### src/verilog/radio_command_pkg.sv
// constants for the command doorbell and result reporting block
package radio_command_pkg;
    // ----------------------------------------
    // register byte offsets
    // ----------------------------------------
    localparam logic [3:0] doorbell_off  = 4'h0;
    localparam logic [3:0] result_off    = 4'h4;
    localparam logic [3:0] op_status_off = 4'h8;
    localparam logic [31:0] result_rst    = 32'h0000_0000;
    localparam logic [15:0] op_status_rst = 16'h0000;
    // ----------------------------------------
    // doorbell word layout
    // ----------------------------------------
    localparam int          kind_lsb    = 0;
    localparam logic [1:0]  kind_ptr    = 2'h0;
    localparam logic [1:0]  kind_direct = 2'h1;
    // ----------------------------------------
    // result byte codes
    // ----------------------------------------
    localparam int         err_bit              = 7;
    localparam logic [7:0] pending_result       = 8'h00;
    localparam logic [7:0] done_result          = 8'h01;
    localparam logic [7:0] bad_pointer_result   = 8'h81;
    localparam logic [7:0] unknown_id_result    = 8'h82;
    localparam logic [7:0] unknown_dir_result   = 8'h83;
    localparam logic [7:0] wrong_context_result = 8'h85;
    localparam logic [7:0] overlap_reject_result = 8'h86;
    localparam logic [7:0] bad_parameter_result = 8'h87;
    localparam logic [7:0] queue_state_result   = 8'h88;
    localparam logic [7:0] entry_in_use_result  = 8'h89;
    // ----------------------------------------
    // operation status field codes
    // ----------------------------------------
    localparam logic [15:0] st_idle       = 16'h0000;
    localparam logic [15:0] st_pending    = 16'h0001;
    localparam logic [15:0] st_active     = 16'h0002;
    localparam logic [15:0] st_skipped    = 16'h0003;
    localparam logic [15:0] st_done_first = 16'h0400;
    localparam logic [15:0] st_done_last  = 16'h0405;
    localparam logic [15:0] st_err_first  = 16'h0800;
    localparam logic [15:0] st_err_cmdid  = 16'h0805;
    localparam logic [15:0] st_err_par    = 16'h0803;
    localparam logic [15:0] st_no_setup   = 16'h0807;
    localparam logic [15:0] st_err_last   = 16'h080c;
    // status register flag positions
    localparam int op_active_bit = 16;
    localparam int suspended_bit = 17;
    localparam int awaiting_bit  = 18;
endpackage

### src/verilog/radio_command_status_report.sv
// command doorbell, result register and operation status reporting
`timescale 1ns/100ps
// Contract
// - every command ends in result write plus ack
// - result posted at completion or at scheduling
// - result is code byte plus 24 return bits
// - bit 7 set exactly for error results
// - doorbell write clears result to pending (a write while awaiting_reg is set is dropped and clears nothing)
// - 0x01 for done or accepted operation
// - 0x81 for invalid structure pointer
// - 0x82 for unknown structure command identifier
// - 0x83 for unknown or non-direct direct command
// - 0x85 for command in wrong context
// - 0x86 rejects operation while one runs
// - 0x87 submission errors, later errors in status
// - 0x88 for queue operation in wrong state
// - 0x89 for busy data entry
// - unfinished status codes 0x0000 to 0x0003
// - normal finish codes 0x0400 to 0x0405
// - error finish codes 0x0800 to 0x0805
// - codes 0x0807 to 0x0809 for setup faults
// - codes 0x080a to 0x080c for modem faults
// - suspended state only for capable operations
module radio_command_status_report (
    input  wire logic        clock,
    input  wire logic        sys_rst,
    input  wire logic [3:0]  avs_address,
    input  wire logic        avs_read,
    input  wire logic        avs_write,
    input  wire logic [31:0] avs_writedata,
    output logic      [31:0] avs_readdata,
    output logic             avs_waitrequest,
    output logic             cmd_strobe,
    output logic      [31:0] command_doorbell_word,
    input  wire logic        result_post,
    input  wire logic [7:0]  result_code,
    input  wire logic [23:0] result_bytes,
    input  wire logic        result_is_op,
    input  wire logic        op_status_post,
    input  wire logic [15:0] op_status_code,
    input  wire logic        op_suspend,
    input  wire logic        op_suspend_capable,
    output logic             command_ack_irq_line,
    output logic             op_running
);
    // ----------------------------------------
    // helper functions
    // ----------------------------------------
    // legal result codes
    function automatic logic result_known(input logic [7:0] c);
        result_known = (c == radio_command_pkg::done_result) ||
                       (c == radio_command_pkg::bad_pointer_result) ||
                       (c == radio_command_pkg::unknown_id_result) ||
                       (c == radio_command_pkg::unknown_dir_result) ||
                       (c == radio_command_pkg::wrong_context_result) ||
                       (c == radio_command_pkg::overlap_reject_result) ||
                       (c == radio_command_pkg::bad_parameter_result) ||
                       (c == radio_command_pkg::queue_state_result) ||
                       (c == radio_command_pkg::entry_in_use_result);
    endfunction

    function automatic logic status_finished(input logic [15:0] s);
        status_finished = (s >= radio_command_pkg::st_done_first && s <= radio_command_pkg::st_done_last) ||
                          (s >= radio_command_pkg::st_err_first && s <= radio_command_pkg::st_err_cmdid) ||
                          (s >= radio_command_pkg::st_no_setup && s <= radio_command_pkg::st_err_last);
    endfunction

    function automatic logic status_known(input logic [15:0] s);
        status_known = (s <= radio_command_pkg::st_skipped) || status_finished(s);
    endfunction

    // ----------------------------------------
    // state
    // ----------------------------------------
    logic        bus_ack_reg;
    logic [31:0] readdata_reg;
    logic [31:0] doorbell_reg;
    logic        strobe_reg;
    logic        bad_ptr_reg;
    logic        awaiting_reg;
    logic [31:0] result_reg;
    logic [31:0] result_next;
    logic        ack_reg;
    logic        op_active_reg;
    logic        suspended_reg;
    logic [15:0] op_status_reg;
    logic [15:0] op_status_next;

    // ----------------------------------------
    // bus decode
    // ----------------------------------------
    // every access answers one cycle after it is raised
    wire bus_req      = avs_read | avs_write;
    wire bus_take     = bus_req & bus_ack_reg;
    wire doorbell_hit = avs_write & bus_take & (avs_address == radio_command_pkg::doorbell_off);
    wire [1:0] kind   = avs_writedata[radio_command_pkg::kind_lsb +: 2];
    // pending command blocks
    // a doorbell write before the ack is dropped so results never mix
    wire doorbell_ok  = doorbell_hit & ~awaiting_reg;
    wire kind_bad     = (kind != radio_command_pkg::kind_ptr) && (kind != radio_command_pkg::kind_direct);
    wire [31:0] op_status_word = {13'h0000, awaiting_reg, suspended_reg, op_active_reg, op_status_reg};
    wire [31:0] read_mux =
        (avs_address == radio_command_pkg::doorbell_off)  ? doorbell_reg :
        (avs_address == radio_command_pkg::result_off)    ? result_reg :
        (avs_address == radio_command_pkg::op_status_off) ? op_status_word : 32'h0000_0000;

    // ----------------------------------------
    // result posting
    // ----------------------------------------
    wire post_ok = result_post & awaiting_reg & ~bad_ptr_reg & ~doorbell_ok;
    wire overlap = result_is_op & op_active_reg & (result_code == radio_command_pkg::done_result);
    wire [7:0] code_fixed = overlap ? radio_command_pkg::overlap_reject_result :
                            result_known(result_code) ? result_code : radio_command_pkg::bad_parameter_result;
    wire write_result = post_ok | bad_ptr_reg;
    wire op_accept    = post_ok & result_is_op & (code_fixed == radio_command_pkg::done_result);
    // unknown codes are stored as a parameter error, which also ends the operation
    wire [15:0] status_fixed = status_known(op_status_code) ? op_status_code : radio_command_pkg::st_err_par;
    wire op_finish    = op_status_post & op_active_reg & status_finished(status_fixed);

    always_comb begin
        result_next = result_reg;
        if (doorbell_ok) begin
            result_next = radio_command_pkg::result_rst;
        end else if (bad_ptr_reg) begin
            result_next = {24'h000000, radio_command_pkg::bad_pointer_result};
        end else if (post_ok) begin
            result_next = {result_bytes, code_fixed};
        end
    end

    always_comb begin
        op_status_next = op_status_reg;
        if (op_status_post & op_active_reg) begin
            op_status_next = status_fixed;
        end else if (op_accept) begin
            op_status_next = radio_command_pkg::st_pending;
        end
    end

    // ----------------------------------------
    // registers
    // ----------------------------------------
    always_ff @(posedge clock) begin
        if (sys_rst) begin
            bus_ack_reg  <= 1'b0;
            readdata_reg <= 32'h0000_0000;
        end else begin
            bus_ack_reg  <= bus_req & ~bus_ack_reg;
            readdata_reg <= read_mux;
        end
    end

    always_ff @(posedge clock) begin
        if (sys_rst) begin
            doorbell_reg <= 32'h0000_0000;
            strobe_reg   <= 1'b0;
            bad_ptr_reg  <= 1'b0;
            awaiting_reg <= 1'b0;
            result_reg   <= radio_command_pkg::result_rst;
            ack_reg      <= 1'b0;
        end else begin
            doorbell_reg <= doorbell_ok ? avs_writedata : doorbell_reg;
            strobe_reg   <= doorbell_ok & ~kind_bad;
            bad_ptr_reg  <= doorbell_ok & kind_bad;
            awaiting_reg <= doorbell_ok | (awaiting_reg & ~write_result);
            result_reg   <= result_next;
            ack_reg      <= write_result;
        end
    end

    always_ff @(posedge clock) begin
        if (sys_rst) begin
            op_active_reg <= 1'b0;
            suspended_reg <= 1'b0;
            op_status_reg <= radio_command_pkg::op_status_rst;
        end else begin
            op_active_reg <= op_accept | (op_active_reg & ~op_finish);
            suspended_reg <= (suspended_reg | (op_suspend & op_suspend_capable & op_active_reg)) &
                             ~op_finish & ~op_accept;
            op_status_reg <= op_status_next;
        end
    end

    assign avs_waitrequest       = bus_req & ~bus_ack_reg;
    assign avs_readdata          = readdata_reg;
    assign cmd_strobe            = strobe_reg;
    assign command_doorbell_word = doorbell_reg;
    assign command_ack_irq_line  = ack_reg;
    assign op_running            = op_active_reg;
endmodule
### config.mk
export PLATFORM = sky130hd
export DESIGN_NAME = radio_command_status_report
export DESIGN_NICKNAME = d
export VERILOG_FILES = /design/src/verilog/radio_command_pkg.sv /design/src/verilog/radio_command_status_report.sv
export SDC_FILE = /design/constraint.sdc
export NUM_CORES = 1
export LEC_CHECK = 0
export BUFFER_PORTS_ARGS = -buffer_cell sky130_fd_sc_hd__buf_2
export CAP_MARGIN = 10
export CELL_PAD_IN_SITES_DETAIL_PLACEMENT = 1
export CELL_PAD_IN_SITES_GLOBAL_PLACEMENT = 1
export CORE_MARGIN = 5
export CORE_UTILIZATION = 40
export CTS_BUF_LIST = sky130_fd_sc_hd__clkbuf_8
export CTS_CLUSTER_SIZE = 24
export DETAILED_ROUTE_END_ITERATION = 12
export MAX_ROUTING_LAYER = met4
export PLACE_DENSITY = 0.88
export SLEW_MARGIN = 20
export SYNTH_ARGS = -nofsm -noshare
export SYNTH_HDL_FRONTEND = slang
export SYNTH_SLANG_ARGS = --single-unit
export TNS_END_PERCENT = 50
### constraint.sdc
create_clock -name clock -period 3 [get_ports clock]
set_clock_uncertainty 0.2 [all_clocks]
set_input_delay 0.15 -clock clock [delete_from_list [all_inputs] [get_ports clock]]
set_output_delay 0.15 -clock clock [all_outputs]
set_load 0.02 [all_outputs]
==> summary.txt <==
Run status
  – Status: finished clean

Routing
  – Drt total wl: 19800 um
  – First-pass DRT Iterations: 5
  – Post-route ant nets: 0
  – Routed vias/inst: about 5.7
  – DRC Markers: 0
  – WL per Instance: 23.6 um
  – First DRT Iteration DRCs: 357
  – Via Count: 4797

Placement
  – GPL Wtd Cong: a little under 0.8
  – # port buffers: 160
  – HPWL after DPL: 10200 um
  – Placed Instances: between 700 and 800

Global routing
  – Overflow after GRT: 0
  – Met1 usage: 33.2%
  – Initial antenna violation count: 1
  – GR Util met3: between 6 and 7%
  – First-pass GRT wire length: slightly above 30000 um
  – Aggregate global-route resource usage: between 30% and 40%
  – Met2 Usage GRT: around 57%
  – GR peak layer: met2
  – Largest net degree at the start of global routing: 42
  – Vias in the first global route: 5327

Logic synthesis
  – Mux contribution to synthesized area: less than 1%
  – Syn Inst Count: 447
  – Synth Area in Compound Gates: 20.2%
  – Synth Register Bits: 119
  – Yosys warning count: 0
  – FFs w/ async S/R, synth: 0%
  – Post-synth EDFFs: 0
  – Post-synth top flop: dfxtp_1
  – Yosys cell types: 41
  – Seq/Total Area, Yosys: 55.4%
  – Yosys top cell by area: dfxtp_1
  – XOR/XNOR Fraction of Synth Area: 0%
  – Synth area leaders: dfxtp_1, a22o_1, a22oi_1, nand2_1, nand2b_1
  – Synth top area share: 55.4%
  – Synth Net Count: 540
  – Post-Synth Adder-Cell Area: 0%
  – Netlist Area Pre-Place: about 0.0043 mm^2
  – Main combinational cell family by area after synthesis: simple AND/OR/NAND/NOR gates
  – Mean area per synthesized cell: 9.61 um^2
  – Post-Synth Simple-Gate Area: 20.9%

Floorplanning
  – Die W: 114 um
  – Initial Utilization: 41.3%
  – Row Count: 37
  – Core ar.: 0.0104 mm^2
  – Die H: 114 um
  – Ports: 161
  – Die ar.: 0.0129 mm^2

Clock tree
  – Hold buffer count at CTS: 82
  – Clk_lat worst skew: approximately 0.42 ns
  – CTS Buf Count: 17
  – Resize count post-CTS: 0
  – Post-CTS Repair Setup Buffers: 0
  – Clk pin slew, worst setup/hold paths: approximately 0.09 ns
  – CTS tree: done
  – Longest Clk Path Bufs: 2
  – Root Buffer: clkbuf_8
  – CTS sink cnt: 119
  – CTS HTree Levels: 4

Cells and area
  – Final Net Count: 781
  – Layout cell share with drive strength beyond 1: between 30 and 40%
  – Final cell count without fillers: 838
  – P&R area growth vs syn: 50.6%
  – Commonest non-fill, non-tap cell in the layout: buf_2
  – Commonest cells after routing, fill and taps aside: buf_2, dfxtp_1, dlygate4sd3_1, nand2_1, nor2_1
  – Fill count: roughly 1200

Power
  – Lkg Pwr: about 2.9 nW
  – Cell Pwr Density: between 500 and 600 mW/mm^2
  – Worst VDD drop: 0.309 mV

Worst setup path
  – Worst-path fanout max: 6
  – R2R setup slack: ~0.27 ns
  – Critical Path AT: 2.88 ns
  – Startpoint Class: flop
  – Crit path capture type: flop
  – WP data required: 3.15 ns
  – Setup CP Type: flop to flop

Timing
  – Max Freq: around 370 MHz
  – Final Cycle Share: about nine tenths
  – Setup_tns: 0 ns
  – Rel. slew slack: 42.3%
  – Worst-Margin Slew: 0.866 ns
  – # setup viols final: 0
  – RSZ-0062 raised after global routing: no
  – Final worst path period need: 2.73 ns
  – Max Slew Vio Count: 0
  – Final-report hold violation count: 0

Min path
  – Worst Hold Class: primary input to flop

Flow run
  – Max-Cap Viols: 0
## power by group
part           leakage [nW]  internal (mW)  switching, mW
Clock                 0.184          0.674          0.772
Sequential            0.959           1.59        0.00624
Combinational          1.71          0.143          0.146
## logic make-up (layout without fill, tap and decap cells)
group,after synthesis,in the layout
compound gates,114,114
flops,119,119
buf+inv,33,287
mux,1,1
other cells,0,1
simple gates,180,180
## metrics by stage
stage | setup slack (ns) | hold WS [ns] | utilization, % | power, mW | area [um^2]
4_1_cts | 0.485 | 0.00711 | 61.8 | 3.27 | 6430
6_report | 0.266 | 0.0668 | 62.1 | 3.33 | 6470
3_3_place_gp | 0.735 | 0.159 | 50.2 | 1.81 | 5230
2_1_floorplan | 1.12 | 0.0291 | - | 1.71 | 4300
5_1_grt | 0.192 | 0.0741 | 62.1 | 3.44 | 6470
3_5_place_dp | 0.607 | 0.164 | 50.2 | 1.82 | 5230
## worst max-delay path, cell delays in order (launching register included)
cell	delay [ns]
dfxtp_1	0.45
nand3b_1	0.16
or4_4	0.48
o31a_1	0.34
a211oi_1	0.37
dlygate4sd3_1	0.65
## routing by layer
layer / up-vias / share of wire [%] / routed length [um]
met5: - / 0 / 0
met4: 0 / 4.8 / 952
met3: 80 / 6.5 / 1280
met2: 285 / 53 / 10500
met1: 2348 / 36 / 7080
li1: 2084 / - / -
## path summary, 6_finish.rpt
kind,startpoint,cells after the start,to
setup reg to reg,awaiting_reg$_SDFF_PP0_,5,op_status_reg[0]$_SDFFE_PP0P_
hold / removal,avs_write,4,cmd_strobe$_SDFF_PP0_
hold reg to reg,result_reg[12]$_SDFFE_PP0P_,2,result_reg[12]$_SDFFE_PP0P_
setup / recovery,awaiting_reg$_SDFF_PP0_,5,op_status_reg[0]$_SDFFE_PP0P_
## Yosys cell counts, types with 2 or more instances
cell type,instances
dfxtp_1,119
nand2_1,53
nor2_1,41
a22o_1,34
a22oi_1,32
a21oi_1,28
nand2b_1,25
clkbuf_1,23
nor3_1,23
and2_1,12
buf_2,6
nand3_1,4
nor4_1,4
o221a_2,4
a32o_1,3
and3_1,3
nor2b_1,3
o21ai_0,3
or4_1,3
inv_1,2
nand3b_1,2
## area by class of cell
| cell class | count | area (um^2) | share of cell area, % |
|---|---|---|---|
| Tap cell | 136 | 170 | 2.63 |
| Timing Repair Buffer | 253 | 1730 | 26.7 |
| Clock buffer | 17 | 234 | 3.61 |
| Multi-Input combinational cell | 295 | 1800 | 27.9 |
| Sequential cell | 119 | 2380 | 36.8 |
| Antenna cell | 1 | 2.50 | 0.0387 |
| Inverter | 2 | 7.51 | 0.116 |
| Clock inverter | 15 | 145 | 2.24 |
Note: power is estimated with default switching activity, not from simulation.
